### src/logic/dcp_pkg.sv
// Package with constants and state types for the DDR3 power-state block.
package dcp_pkg;
  localparam int unsigned CLK_MHZ = 20;
  localparam int unsigned T_POWERUP_US = 500;
  localparam int unsigned POWERUP_CYC = T_POWERUP_US * CLK_MHZ;
  localparam int unsigned T_XS_NS = 170;
  localparam int unsigned XS_CYC = (T_XS_NS * CLK_MHZ + 999) / 1000;
  localparam int unsigned XPR_MIN_CK = 5;
  localparam int unsigned XPR_CYC =
    (XS_CYC > XPR_MIN_CK) ? XS_CYC : XPR_MIN_CK;
  localparam int unsigned XP_CYC = 3;
  localparam int unsigned CNT_W = 16;
  localparam logic [2:0] BA_MR0 = 3'h0;
  localparam logic [2:0] BA_MR1 = 3'h1;
  localparam logic [2:0] BA_MR2 = 3'h2;
  localparam logic [2:0] BA_MR3 = 3'h3;
  localparam int unsigned A_DLL_EN = 0;
  localparam int unsigned A_DLL_RST = 8;
  localparam int unsigned A_ZQ_LONG = 10;
  typedef enum logic [3:0] {
    DCP_RESET, DCP_WAKE, DCP_XPR, DCP_MR2, DCP_MR3, DCP_MR1, DCP_MR0,
    DCP_ZQ, DCP_CAL, DCP_IDLE, DCP_ACTIVE, DCP_BUSY, DCP_APD, DCP_PPD,
    DCP_SREF, DCP_EXIT
  } dcp_state_e;
  typedef enum logic [2:0] {
    DCP_CMD_NOP, DCP_CMD_ACT, DCP_CMD_RW, DCP_CMD_PRE, DCP_CMD_REF,
    DCP_CMD_MRS, DCP_CMD_ZQL, DCP_CMD_OTHER
  } dcp_cmd_e;
endpackage

### src/logic/dcp_power_state.sv
// DDR3 CKE power-state tracker and power-up initialization sequencer.
// Behaviour
// - Self-refresh entry only from idle, by REFRESH with CKE falling.
// - CKE fall when busy: precharge power-down if banks closed, else active.
// - Bank active plus CKE falling with NOP enters active power-down.
// - Refreshing or idle, CKE falling with NOP enters precharge power-down.
// - No refresh happens in power-down; controller plans refresh around it.
// - ODT never steers CKE transitions; termination is off in self-refresh.
// - Commands and addresses are ignored in self-refresh and power-down.
// - After reset release wait 500 us before CKE rises; device initializes.
// - Termination stays high-impedance in reset and until CKE is high.
// - Deselect acts exactly as NOP and never ends a burst.
// - Self-refresh exits as soon as CKE returns high.
module dcp_power_state
  import dcp_pkg::*;
#(
  parameter int unsigned POWERUP_CYCLES = dcp_pkg::POWERUP_CYC,
  parameter int unsigned DLLK_CYCLES = 512,
  parameter int unsigned ZQINIT_CYCLES = 512,
  parameter int unsigned BURST_CYCLES = 4
) (
  input wire logic CLOCK,
  input wire logic RST,
  input wire logic RESET_N,
  input wire logic CKE,
  input wire logic CS_N,
  input wire logic RAS_N,
  input wire logic CAS_N,
  input wire logic WE_N,
  input wire logic [2:0] BA,
  input wire logic [12:0] ADDR,
  input wire logic ODT,
  output logic ODT_EN,
  output logic INIT_DONE,
  output logic IDLE,
  output logic ACTIVE_PD,
  output logic PRECHARGE_PD,
  output logic SELF_REFRESH,
  output logic REFRESH_RUN,
  output logic SEQ_ERROR,
  output dcp_pkg::dcp_state_e STATE
);
  import dcp_pkg::*;

  typedef struct packed {
    dcp_state_e st;
    logic [CNT_W-1:0] cnt;
    logic [CNT_W-1:0] dllk;
    logic [CNT_W-1:0] zq;
    logic [CNT_W-1:0] burst;
    logic [7:0] banks;
    logic cke_q;
    logic odt_en;
    logic err;
  } dcp_s;

  dcp_s r, next_r;
  logic rst_n_s;

  dcp_sync u_rst_sync (
    .CLOCK(CLOCK),
    .RST(RST),
    .din(RESET_N),
    .dout(rst_n_s)
  );

  // Deselect decodes the same as NOP, so neither touches a burst.
  function automatic dcp_cmd_e decode(input logic cs_n, input logic ras_n,
                                      input logic cas_n, input logic we_n);
    if (cs_n) begin
      return DCP_CMD_NOP;
    end
    unique case ({ras_n, cas_n, we_n})
      3'h7: return DCP_CMD_NOP;
      3'h3: return DCP_CMD_ACT;
      3'h5, 3'h4: return DCP_CMD_RW;
      3'h2: return DCP_CMD_PRE;
      3'h1: return DCP_CMD_REF;
      3'h0: return DCP_CMD_MRS;
      3'h6: return DCP_CMD_ZQL;
      default: return DCP_CMD_OTHER;
    endcase
  endfunction

  function automatic logic [CNT_W-1:0] dec(input logic [CNT_W-1:0] v);
    return (v == '0) ? v : v - CNT_W'(1);
  endfunction

  dcp_cmd_e cmd;
  logic cke_fall;
  logic cke_rise;
  logic timers_done;

  assign cmd = decode(CS_N, RAS_N, CAS_N, WE_N);
  // ODT is not an input of any transition below.
  assign cke_fall = r.cke_q && !CKE;
  assign cke_rise = !r.cke_q && CKE;
  assign timers_done = (r.cnt == '0) && (r.burst == '0);

  always_comb begin
    next_r = r;
    next_r.cke_q = CKE;
    next_r.cnt = dec(r.cnt);
    next_r.dllk = dec(r.dllk);
    next_r.zq = dec(r.zq);
    next_r.burst = dec(r.burst);
    unique case (r.st)
      DCP_RESET: begin
        next_r.odt_en = 1'b0;
        next_r.cnt = CNT_W'(POWERUP_CYCLES);
        next_r.banks = '0;
        if (rst_n_s) begin
          next_r.st = DCP_WAKE;
        end
      end
      DCP_WAKE: begin
        // Internal init runs on its own counter; early CKE is flagged.
        if (CKE) begin
          next_r.err = r.err || (r.cnt != '0);
          next_r.odt_en = 1'b1;
          next_r.cnt = CNT_W'(XPR_CYC);
          next_r.st = DCP_XPR;
        end
      end
      DCP_XPR: begin
        if (cmd == DCP_CMD_MRS) begin
          next_r.err = r.err || (r.cnt != '0) || (BA != BA_MR2);
          next_r.st = DCP_MR2;
        end
      end
      DCP_MR2: begin
        if (cmd == DCP_CMD_MRS) begin
          next_r.err = r.err || (BA != BA_MR3);
          next_r.st = DCP_MR3;
        end
      end
      DCP_MR3: begin
        if (cmd == DCP_CMD_MRS) begin
          next_r.err = r.err || (BA != BA_MR1) || ADDR[A_DLL_EN];
          next_r.st = DCP_MR1;
        end
      end
      DCP_MR1: begin
        if (cmd == DCP_CMD_MRS) begin
          next_r.err = r.err || (BA != BA_MR0) || !ADDR[A_DLL_RST];
          next_r.dllk = CNT_W'(DLLK_CYCLES);
          next_r.st = DCP_MR0;
        end
      end
      DCP_MR0: begin
        if (cmd == DCP_CMD_ZQL && ADDR[A_ZQ_LONG]) begin
          next_r.zq = CNT_W'(ZQINIT_CYCLES);
          next_r.st = DCP_CAL;
        end
      end
      DCP_CAL: begin
        if (r.dllk == '0 && r.zq == '0) begin
          next_r.st = DCP_IDLE;
        end
      end
      DCP_IDLE, DCP_ACTIVE, DCP_BUSY: begin
        if (cke_fall) begin
          if (cmd == DCP_CMD_REF && r.st == DCP_IDLE && timers_done) begin
            next_r.st = DCP_SREF;
            next_r.odt_en = 1'b0;
          end else if (r.banks == '0) begin
            next_r.st = DCP_PPD;
          end else begin
            next_r.st = DCP_APD;
          end
        end else if (CKE) begin
          unique case (cmd)
            DCP_CMD_ACT: next_r.banks[BA] = 1'b1;
            DCP_CMD_PRE: begin
              if (ADDR[A_ZQ_LONG]) begin
                next_r.banks = '0;
              end else begin
                next_r.banks[BA] = 1'b0;
              end
            end
            DCP_CMD_RW: next_r.burst = CNT_W'(BURST_CYCLES);
            DCP_CMD_REF: next_r.cnt = CNT_W'(XS_CYC);
            default: ;
          endcase
          if (next_r.banks != '0) begin
            next_r.st = (next_r.burst != '0) ? DCP_BUSY : DCP_ACTIVE;
          end else begin
            next_r.st = (next_r.burst != '0) ? DCP_BUSY : DCP_IDLE;
          end
        end
      end
      DCP_APD, DCP_PPD: begin
        // Commands are don't-care here; only CKE rising leaves.
        if (cke_rise) begin
          next_r.cnt = CNT_W'(XP_CYC);
          next_r.st = (r.st == DCP_APD) ? DCP_ACTIVE : DCP_IDLE;
        end
      end
      DCP_SREF: begin
        // CKE is sampled directly, not through the command decode.
        if (CKE) begin
          next_r.cnt = CNT_W'(XS_CYC);
          next_r.st = DCP_EXIT;
        end
      end
      DCP_EXIT: begin
        next_r.odt_en = 1'b1;
        if (r.cnt == '0) begin
          next_r.st = DCP_IDLE;
        end
      end
      default: next_r.st = DCP_RESET;
    endcase
    if (!rst_n_s) begin
      next_r.st = DCP_RESET;
      next_r.odt_en = 1'b0;
    end
  end

  always_ff @(posedge CLOCK) begin
    if (RST) begin
      r <= '0;
    end else begin
      r <= next_r;
    end
  end

  assign STATE = r.st;
  assign ODT_EN = r.odt_en && ODT;
  assign INIT_DONE = (r.st == DCP_IDLE) || (r.st == DCP_ACTIVE) ||
                     (r.st == DCP_BUSY) || (r.st == DCP_APD) ||
                     (r.st == DCP_PPD) || (r.st == DCP_SREF) ||
                     (r.st == DCP_EXIT);
  // Idle needs closed banks, no burst, CKE high and expired timers.
  assign IDLE = (r.st == DCP_IDLE) && r.cke_q && timers_done;
  assign ACTIVE_PD = (r.st == DCP_APD);
  assign PRECHARGE_PD = (r.st == DCP_PPD);
  assign SELF_REFRESH = (r.st == DCP_SREF);
  assign REFRESH_RUN = (r.st == DCP_SREF);
  assign SEQ_ERROR = r.err;
endmodule

### src/logic/dcp_sync.sv
// Three-stage input synchroniser with agreement filter.
module dcp_sync (
  input wire logic CLOCK,
  input wire logic RST,
  input wire logic din,
  output logic dout
);
  typedef struct packed {
    logic s1;
    logic s2;
    logic s3;
    logic q;
  } dcp_sync_s;
  dcp_sync_s r, next_r;
  always_comb begin
    next_r = r;
    next_r.s1 = din;
    next_r.s2 = r.s1;
    next_r.s3 = r.s2;
    // Agreement of two settled stages keeps a metastable glitch out.
    if (r.s2 == r.s3) begin
      next_r.q = r.s3;
    end
  end
  always_ff @(posedge CLOCK) begin
    if (RST) begin
      r <= '0;
    end else begin
      r <= next_r;
    end
  end
  assign dout = r.q;
endmodule

### config.mk
export PLATFORM = sky130hd
export DESIGN_NAME = dcp_power_state
export DESIGN_NICKNAME = d
export VERILOG_FILES = /design/src/logic/dcp_pkg.sv /design/src/logic/dcp_power_state.sv /design/src/logic/dcp_sync.sv
export SDC_FILE = /design/constraint.sdc
export NUM_CORES = 1
export LEC_CHECK = 0
export BUFFER_PORTS_ARGS = -buffer_cell sky130_fd_sc_hd__buf_2
export CORE_ASPECT_RATIO = 0.5
export CORE_MARGIN = 3
export CORE_UTILIZATION = 58
export DETAILED_ROUTE_END_ITERATION = 10
export PLACE_DENSITY = 0.89
export SLEW_MARGIN = 20
export SYNTH_ARGS = -nofsm -noshare
export SYNTH_HDL_FRONTEND = slang
export SYNTH_SLANG_ARGS = --single-unit
### constraint.sdc
create_clock -name CLOCK -period 3 [get_ports CLOCK]
set_input_delay 0.6 -clock CLOCK [delete_from_list [all_inputs] [get_ports CLOCK]]
set_output_delay 0.6 -clock CLOCK [all_outputs]
set_load 0.05 [all_outputs]
==> results.py, run 1 <==
metrics = {
    "synth": {
        "synth_edf_count": 0,
        "syn_area_um2": 4840,
        "ys_seq_area_share_pct": 34.3,
        "postSynthCellCount": 606,
        "synthArstFlopShare_pct": 0,
        "synth.net_count": 638,
        "synth_cell_types": 67,
        "syn_avg_cell_area_um2": 7.99,
        "ys_ff_latch": 83,
        "netlist_top_cells_count": "99 x nor2_1, 83 x dfxtp_1, 34 x a21oi_1",
        "ys.flop_type": "dfxtp_1",
        "synth.top_cells.by_area": "dfxtp_1 34%, nor2_1 7.7%, xnor2_1 4.5%",
        "yosysMostFrequentCell": "nor2_1",
        "ys_warn_count": 0,
        "synth_top_area_share_pct": 34.3,
        "synth_area_leader_cell": "dfxtp_1",
    },
    "floorplanning": {
        "start_util_pct": 62.8,
        "io-pin-count": 37,
        "die_h_um": 70.6,
        "rows": 22,
        "core_um2": 7710,
        "fp.dieW_um": 135,
        "die_area_um2": 9550,
    },
    "critical_path": {
        "criticalPathCategory": "reg -> out",
        "crit_start": "r[15]$_SDFF_PP0_",
        "cp-start-kind": "flop",
        "path_max_fanout": 8,
        "reg2reg_setup_slack_ns": 0.29,
        "endpoint_kind": "output pin",
        "rr_endpoint": "STATE[1]$_SDFFE_PP0P_",
        "timing.rr.start": "r[11]$_SDFF_PP0_",
        "cp-endpoint": "IDLE",
        "arrival_ns": 2.21,
        "cp_data_required_time_ns": 2.40,
        "rr_worst_depth": 9,
    },
    "hold_path": {
        "holdCritPathClass": "reg -> reg",
    },
    "drt": {
        "vias_per_cell": 6.19,
        "drt_iter0_markers": 356,
        "vias": 4546,
        "postRouteAntennaNets": 0,
        "wire_per_inst_um": 15.3,
        "drt_drc_violations_left": 0,
        "wl_um": 11200,
        "firstDrtPassIters": 5,
    },
    "cts": {
        "cts_tree": "done",
        "clock_latency_ns": 0.34,
        "cts.sinks": 83,
        "cts.root.buffer_cell": "clkbuf_16",
        "cts_buffer_depth": 2,
        "numCtsBuffers": 9,
        "clk_pin_slew_worst_paths_ns": 0.06,
        "htreeDepth": 3,
    },
    "sta": {
        "layout_min_cycle_time_ns": 2.81,
        "hold_slack_ns": 0.438,
        "fin_crit_sh_pct": 93.6,
        "fmax_mhz": 356,
        "rsz0062_at_grt": "no",
        "max-slew-margin-rel_pct": 47.0,
        "tns_ns": 0,
        "fin_worst_skew_ns": 0.00507,
        "finalHoldViolations": 0,
        "tightest_slew_ns": 0.788,
        "final-setup-viol-count": 0,
        "finalMaxSlewViolations": 0,
    },
    "power_and_ir_drop": {
        "peakVddDrop_v": 0.000488,
        "p_leak_nw": 2.11,
        "p_per_area_nw_per_um2": 822,
    },
    "status": {
        "outcome": "complete, no violations",
    },
    "global_routing": {
        "grt_overflow": 0,
        "grt_use_total_pct": 23.9,
        "grt_pass1_vias": 4174,
        "grt_pass1_wl_um": 19000,
        "grt_max_degree": 34,
        "antenna_found_initial": 0,
    },
    "placement": {
        "place_congestion": 0.935,
        "port_buffers": 26,
        "place_inst": 717,
        "dp_hpwl_um": 7590,
    },
    "cells_and_area": {
        "num_antenna_cells": 0,
        "drive_gt1_share_pct": 11.2,
        "area_growth_pct": 9.95,
        "fin_cells": 735,
        "nets": 654,
    },
    "flow_run": {
        "max-cap-violations": 0,
    },
}
-- layout by cell type (no fill, tap or decap), drive strengths merged, types with 3 or more instances in the layout --
| cell | n |
|---|---|
| nor2 | 99 |
| dfxtp | 83 |
| buf | 41 |
| a21oi | 34 |
| nand2 | 31 |
| o21ai | 31 |
| xnor2 | 25 |
| nor3 | 20 |
| nor4 | 19 |
| nor2b | 18 |
| xor2 | 18 |
| inv | 15 |
| nand4 | 14 |
| or3 | 14 |
| nand3 | 14 |
| nand2b | 13 |
| clkbuf | 12 |
| a31oi | 11 |
| a22oi | 9 |
| nor3b | 9 |
| ha | 7 |
| or4 | 7 |
| mux2i | 6 |
| nand4b | 5 |
| a211oi | 5 |
| a21o | 5 |
| o41ai | 5 |
| o211ai | 4 |
| a2111oi | 4 |
| o22ai | 4 |
| o31a | 3 |
| a32oi | 3 |
| clkinv | 3 |
-- registers in the layout (all words and copies together), names as in the netlist --
signal and count:
SEQ_ERROR 1, STATE 4, r 74, u_rst_sync.dout 1, u_rst_sync.next_r 2, u_rst_sync.r 1
-- layer usage --
layer	track usage (%)	vias to the layer above	wire, µm
li1	-	2223	-
met1	30.6	2112	4850
met2	39.4	185	5310
met3	6.82	26	868
met4	8.04	0	193
met5	0	-	0
-- per-stage QoR --
stage | setup WS, ns | utilization (%) | total power, mW | instance area, µm²
after floorplan | 0.109 | - | 2.93 | 4850
after global placement | 0.368 | 65.0 | 3.13 | 5010
after detailed placement | 0.262 | 65.0 | 3.21 | 5010
after CTS | 0.0513 | 68.8 | 4.32 | 5300
after global routing | 0.0498 | 69.1 | 4.70 | 5320
final | 0.193 | 69.1 | 4.38 | 5320
-- logic make-up (layout without fill, tap and decap cells) --
family	Yosys count	after routing	synth area share, %
compound gates	137	137	19.2
xor+xnor	43	43	7.78
fa+ha+maj	7	7	1.81
buf+inv	52	73	5.35
flops	83	83	34.3
mux	6	6	1.24
simple gates	278	278	30.3
-- cell type report --
cell class / instances / area (µm²)
clock buffers: 12 / 236
clock inverters: 4 / 51.3
fillers: 595 / 2380
inverters: 16 / 60.1
multi-input cells: 471 / 2940
flip-flops and latches: 83 / 1660
well taps: 108 / 135
repair buffers: 41 / 243
-- timing repair --
| action | 4_1_cts | 5_1_grt |
|---|---|---|
| gates resized for setup | 0 | 2 |
| buffers inserted | 0 | 2 |
| endpoints found under the setup margin | 0 | 1 |
| hold buffers | 0 | 0 |
-- critical path: stages, from the launching register on --
cell	delay, ns
dfxtp_1	0.39
or3_1	0.54
nor2_2	0.23
nand2_1	0.16
nor4_2	0.24
buf_2	0.30
-- report_power, final --
part | switching (mW) | internal, mW | total (mW)
Combinational | 0.972 | 0.754 | 1.73
Clock | 0.425 | 0.645 | 1.07
Sequential | 0.247 | 1.33 | 1.58
Total | 1.64 | 2.73 | 4.38
-- how the worst min path moves through the flow --
stage                                                from  cells after the start  slack, ns                               to
after floorplan           u_rst_sync.next_r[2]$_SDFF_PP0_                      1       0.41  u_rst_sync.next_r[1]$_SDFF_PP0_
after global placement    u_rst_sync.next_r[2]$_SDFF_PP0_                      1       0.42  u_rst_sync.next_r[1]$_SDFF_PP0_
after detailed placement  u_rst_sync.next_r[2]$_SDFF_PP0_                      1       0.43  u_rst_sync.next_r[1]$_SDFF_PP0_
after CTS                 u_rst_sync.next_r[2]$_SDFF_PP0_                      1       0.44  u_rst_sync.next_r[1]$_SDFF_PP0_
after global routing      u_rst_sync.next_r[2]$_SDFF_PP0_                      1       0.47  u_rst_sync.next_r[1]$_SDFF_PP0_
final                     u_rst_sync.next_r[2]$_SDFF_PP0_                      1       0.44  u_rst_sync.next_r[1]$_SDFF_PP0_
Note: power is estimated with default switching activity, not from simulation.
==> run 2: changes to the inputs <==
--- a/config.mk
+++ b/config.mk
@@ -10,7 +10,8 @@
 export CORE_MARGIN = 3
 export CORE_UTILIZATION = 58
 export DETAILED_ROUTE_END_ITERATION = 10
-export PLACE_DENSITY = 0.89
+export MAX_ROUTING_LAYER = met4
+export PLACE_DENSITY = 0.76
 export SLEW_MARGIN = 20
 export SYNTH_ARGS = -nofsm -noshare
 export SYNTH_HDL_FRONTEND = slang
==> run 2 against run 1 <==
Effect of this change: combinational power fell by 4%; total power fell by 0.16%; design area rose by 0.42%; routed wire length decreased by 3.5%; hold slack improved by 0.014 ns; largest cell class unchanged.
==> results.py, run 2 (synthesized netlist as in run 1, its figures left out) <==
metrics = {
    "status": {
        "outcome": "complete, no violations",
    },
    "floorplanning": {
        "io-pin-count": 37,
        "start_util_pct": 62.8,
        "fp.dieW_um": 135,
        "core_um2": 7710,
        "die_h_um": 70.6,
        "die_area_um2": 9550,
        "rows": 22,
    },
    "global_routing": {
        "grt_pass1_wl_um": 18400,
        "grt_max_degree": 27,
        "grt_pass1_vias": 3920,
        "grt_use_total_pct": 24.0,
        "grt_overflow": 0,
        "antenna_found_initial": 0,
    },
    "drt": {
        "drt_drc_violations_left": 0,
        "vias_per_cell": 6.00,
        "drt_iter0_markers": 260,
        "vias": 4413,
        "wl_um": 10800,
        "postRouteAntennaNets": 0,
        "firstDrtPassIters": 5,
        "wire_per_inst_um": 14.7,
    },
    "critical_path": {
        "path_max_fanout": 6,
        "endpoint_kind": "output pin",
        "arrival_ns": 2.21,
        "criticalPathCategory": "reg -> out",
        "crit_chain": "inv_1 > ha_1 > nor3b_4 > and3_1 > nand2_1 > nor4_2 > clkbuf_4",
        "critPathSlowestCell": "dfxtp_1",
        "cp_data_required_time_ns": 2.40,
        "cp-start-kind": "flop",
        "cpPeakStageDelay_ns": 0.37,
    },
    "placement": {
        "placed_cell_area_um2": 5010,
        "port_buffers": 26,
        "dp_hpwl_um": 7540,
        "place_ws_ns": 0.260,
        "place_congestion": 0.916,
    },
    "sta": {
        "final-setup-viol-count": 0,
        "layout_setup_ws_ns": 0.192,
        "tightest_slew_ns": 0.733,
        "finalMaxSlewViolations": 0,
        "layout_min_cycle_time_ns": 2.81,
        "fin_worst_skew_ns": 0.00396,
        "fin_crit_sh_pct": 93.6,
        "fmax_mhz": 356,
        "max-slew-margin-rel_pct": 50.7,
        "finalHoldViolations": 0,
        "rsz0062_at_grt": "no",
        "tns_ns": 0,
    },
    "cells_and_area": {
        "largest_register": "r",
        "layout_common_cells": "98 x nor2_1, 83 x dfxtp_1, 34 x a21oi_1",
        "num_antenna_cells": 0,
        "postLayoutCoreUtil_pct": 69.4,
        "largest_reg_flops": 74,
        "nets": 654,
        "drive_gt1_share_pct": 11.6,
        "postLayoutCellArea_um2": 5350,
        "final_common_cell": "nor2_1",
        "area_growth_pct": 10.4,
    },
    "cts": {
        "cts.root.buffer_cell": "clkbuf_16",
        "cts_buffer_depth": 2,
        "numCtsBuffers": 9,
        "holdBufCountCts": 0,
        "cts.sinks": 83,
        "clock_latency_ns": 0.34,
        "cts_tree": "done",
        "clk_pin_slew_worst_paths_ns": 0.06,
        "htreeDepth": 3,
    },
    "power_and_ir_drop": {
        "clkPwrFrac_pct": 26.0,
        "peakVddDrop_v": 0.000548,
        "p_leak_nw": 2.12,
        "power_frac_comb_pct": 38.0,
        "finalPower_mw": 4.37,
        "p_int_mw": 2.74,
        "p_per_area_nw_per_um2": 818,
        "p_sw_share_pct": 37.3,
        "p_seq_share_pct": 36.0,
        "power_switching_mw": 1.63,
    },
    "hold_path": {
        "holdCritPathClass": "reg -> reg",
    },
    "flow_run": {
        "max-cap-violations": 0,
    },
}
## run 2: cell count changes in the layout (fill, tap and decap cells not counted), sizes merged
cell      previous run  this run
buf                 41        40
clkbuf              12        10
inv                 15        19
clkinvlp             1         0
## run 2: layout make-up
cell class	instances	area, µm²
Clock buffer	9	225
Clock inverter	7	82.6
Fill cell	657	2360
Inverter	16	60.1
Multi-Input combinational cell	471	2940
Sequential cell	83	1660
Tap cell	108	135
Timing Repair Buffer	41	245
## run 2: path summary, 6_finish.rpt
path,cells past startpoint,slack [ns],endpoint,startpoint
hold / removal,1,0.45,u_rst_sync.next_r[1]$_SDFF_PP0_,u_rst_sync.next_r[2]$_SDFF_PP0_
setup reg to reg,11,0.27,STATE[0]$_SDFFE_PP0P_,r[11]$_SDFF_PP0_
setup / recovery,7,0.19,IDLE,r[11]$_SDFF_PP0_
hold reg to reg,1,0.45,u_rst_sync.next_r[1]$_SDFF_PP0_,u_rst_sync.next_r[2]$_SDFF_PP0_
## run 2: power by group through the flow
stage          Sequential (mW)  Clock, mW  Combinational (mW)
2_1_floorplan             1.52          0                1.40
3_3_place_gp              1.58          0                1.57
3_5_place_dp              1.58          0                1.60
4_1_cts                   1.57       1.16                1.62
5_1_grt                   1.60       1.20                1.89
6_report                  1.57       1.14                1.66
## run 2: critical path, delay by kind of cell (launching register included)
| kind | cells | cell delay [ns] |
|---|---|---|
| buffers and inverters | 2 | 0.36 |
| AND/OR/NAND/NOR | 4 | 0.89 |
| flip-flops | 1 | 0.37 |
| adder cells (fa/ha/maj) | 1 | 0.24 |
## run 2: stage by stage
step,hold WS (ns),instances
3_3_place_gp,0.422,717
2_1_floorplan,0.414,606
6_report,0.452,735
4_1_cts,0.443,733
5_1_grt,0.463,735
3_5_place_dp,0.427,717
## run 2: timing repair
| item | in CTS | in global routing |
|---|---|---|
| hold endpoints to repair | 0 | 0 |
| cloned | 0 | 0 |
| resized for setup | 1 | 2 |
| setup endpoints to repair | 1 | 1 |
| buffers inserted | 0 | 2 |
## run 2: routing by layer
metal	vias to the layer above	track usage, %	routed length (µm)
met5	-	-	0
li1	2220	-	-
met3	15	5.26	579
met2	99	36.5	4840
met1	2079	32.3	5260
met4	0	7.26	147
==> run 3: changes to the inputs <==
--- a/config.mk
+++ b/config.mk
@@ -5,7 +5,7 @@
 export SDC_FILE = /design/constraint.sdc
 export NUM_CORES = 1
 export LEC_CHECK = 0
-export BUFFER_PORTS_ARGS = -buffer_cell sky130_fd_sc_hd__buf_2
+export BUFFER_PORTS_ARGS = -buffer_cell sky130_fd_sc_hd__clkbuf_2
 export CORE_ASPECT_RATIO = 0.5
 export CORE_MARGIN = 3
 export CORE_UTILIZATION = 58
==> constraint.sdc (replaced) <==
create_clock -name CLOCK -period 2.65 [get_ports CLOCK]
set_input_delay 0.53 -clock CLOCK [delete_from_list [all_inputs] [get_ports CLOCK]]
set_output_delay 0.53 -clock CLOCK [all_outputs]
set_load 0.05 [all_outputs]
==> run 3 against run 2 <==
Effect of this change: total power increased by 22%; global-route usage increased by 0.71 points; largest power group unchanged; critical path depth increased by 1; sequential power increased by 12%; die area unchanged; sequential share of layout area decreased by 1.1 points; critical path type is now reg -> reg; via count increased by 1.9%.
==> results.py, run 3 (synthesized netlist as in run 1, its figures left out) <==
metrics = {
    "cts": {
        "clock_latency_ns": 0.34,
        "cts_buffer_depth": 2,
        "clk_pin_slew_worst_paths_ns": 0.06,
        "numCtsBuffers": 9,
        "cts.root.buffer_cell": "clkbuf_16",
        "holdBufCountCts": 0,
        "htreeDepth": 3,
        "cts.sinks": 83,
        "cts_tree": "done",
    },
    "drt": {
        "wl_um": 11300,
        "wire_per_inst_um": 15.1,
        "drt_iter0_markers": 323,
        "firstDrtPassIters": 5,
        "postRouteAntennaNets": 0,
        "vias_per_cell": 6.01,
        "drt_drc_violations_left": 0,
        "vias": 4495,
    },
    "global_routing": {
        "met2_usage_pct": 36.8,
        "grt_use_total_pct": 24.7,
        "met1_usage_pct": 33.2,
        "grt_pass1_wl_um": 18900,
        "met3_usage_pct": 6.04,
        "antenna_found_initial": 0,
        "grt_overflow": 0,
        "grt_pass1_vias": 4047,
        "top_usage_layer": "met2",
        "grt_max_degree": 29,
    },
    "sta": {
        "final-setup-viol-count": 0,
        "finalMaxSlewViolations": 0,
        "tns_ns": 0,
        "layout_min_cycle_time_ns": 2.53,
        "fin_worst_skew_ns": 0.00623,
        "fin_crit_sh_pct": 95.6,
        "finalHoldViolations": 0,
        "fmax_mhz": 395,
        "tightest_slew_ns": 0.590,
        "hold_slack_ns": 0.398,
        "max-slew-margin-rel_pct": 60.6,
    },
    "cells_and_area": {
        "layout_common_cells": "98 x nor2_1, 83 x dfxtp_1, 33 x a21oi_1",
        "largest_register": "r",
        "final_common_cell": "nor2_1",
        "fin_cells": 748,
        "nets": 667,
        "num_antenna_cells": 0,
        "largest_reg_flops": 74,
        "drive_gt1_share_pct": 14.1,
        "area_growth_pct": 14.4,
    },
    "power_and_ir_drop": {
        "p_per_area_nw_per_um2": 963,
        "finalPower_mw": 5.33,
        "p_leak_nw": 2.21,
        "peakVddDrop_v": 0.000603,
    },
    "critical_path": {
        "critPathBufInv": 1,
        "crit_start": "r[11]$_SDFF_PP0_",
        "cpPeakStageDelay_ns": 0.57,
        "crit_family": "simple AND/OR/NAND/NOR gates",
        "path_max_fanout": 6,
        "cp_data_required_time_ns": 2.87,
        "arrival_ns": 2.75,
        "crit_chain": "inv_1 > ha_4 > or3b_4 > o41ai_2 > nand4_1 > or4_4 > nor4b_4 > o22ai_1",
        "criticalPathCategory": "reg -> reg",
        "endpoint_kind": "flop",
        "cp-start-kind": "flop",
        "critPathSlowestCell": "or4_4",
        "timing.rr.start": "r[11]$_SDFF_PP0_",
    },
    "floorplanning": {
        "start_util_pct": 62.8,
        "die_area_um2": 9550,
        "fp.dieW_um": 135,
        "rows": 22,
        "core_um2": 7710,
        "io-pin-count": 37,
        "die_h_um": 70.6,
    },
    "placement": {
        "dp_hpwl_um": 7690,
        "place_congestion": 0.922,
        "place_inst": 731,
        "port_buffers": 26,
    },
    "status": {
        "outcome": "complete, no violations",
    },
    "flow_run": {
        "max-cap-violations": 0,
    },
    "hold_path": {
        "holdCritPathClass": "in -> reg",
        "hold_path_startpoint": "RESET_N",
    },
}
-- run 3: changes by cell type in the layout (fill, tap and decap cells not counted), sizes merged --
cell      previous run  this run
buf                 40        29
inv                 19        15
clkinv               3         2
clkbuf              10        35
bufinv               1         3
clkinvlp             0         2
-- run 3: layout make-up --
| class | count | area, µm² |
|---|---|---|
| Clock buffer | 10 | 229 |
| Clock inverter | 6 | 114 |
| Fill cell | 611 | 2170 |
| Inverter | 16 | 60.1 |
| Multi-Input combinational cell | 471 | 2990 |
| Sequential cell | 83 | 1660 |
| Tap cell | 108 | 135 |
| Timing Repair Buffer | 54 | 350 |
-- run 3: final timing paths --
kind                            cells past startpoint                         endpoint  slack, ns
worst max-delay path                                8            STATE[0]$_SDFFE_PP0P_       0.12
worst min register to register                      1  u_rst_sync.next_r[1]$_SDFF_PP0_       0.44
worst max register to register                      8            STATE[0]$_SDFFE_PP0P_       0.12
worst min-delay path                                2  u_rst_sync.next_r[2]$_SDFF_PP0_       0.40
-- run 3: per-layer routing --
layer / share of wire, % / up-vias
met4: 1.4 / 0
met3: 5.4 / 19
li1: - / 2252
met2: 45 / 107
met5: 0 / -
met1: 48 / 2117
-- run 3: report_power, final --
group	total (mW)	internal (mW)	switching [mW]
clock	1.44	0.922	0.514
sequential	1.76	1.51	0.248
combinational	2.14	1.01	1.13
total	5.33	3.44	1.89
-- run 3: per-stage QoR --
| step | instance area, µm² | utilization (%) | setup WS, ns |
|---|---|---|---|
| 3_5_place_dp | 5120 | 66.5 | 0.131 |
| 5_1_grt | 5540 | 71.9 | -0.0493 |
| 6_report | 5540 | 71.9 | 0.118 |
| 4_1_cts | 5500 | 71.3 | 0.0115 |
| 2_1_floorplan | 4860 | - | 0.0144 |
| 3_3_place_gp | 5120 | 66.5 | 0.160 |
-- run 3: what timing repair did --
| item | CTS | global route |
|---|---|---|
| gates resized for setup | 5 | 8 |
| setup endpoints to repair | 1 | 3 |
| pin swaps | 0 | 1 |
| setup buffers | 1 | 0 |
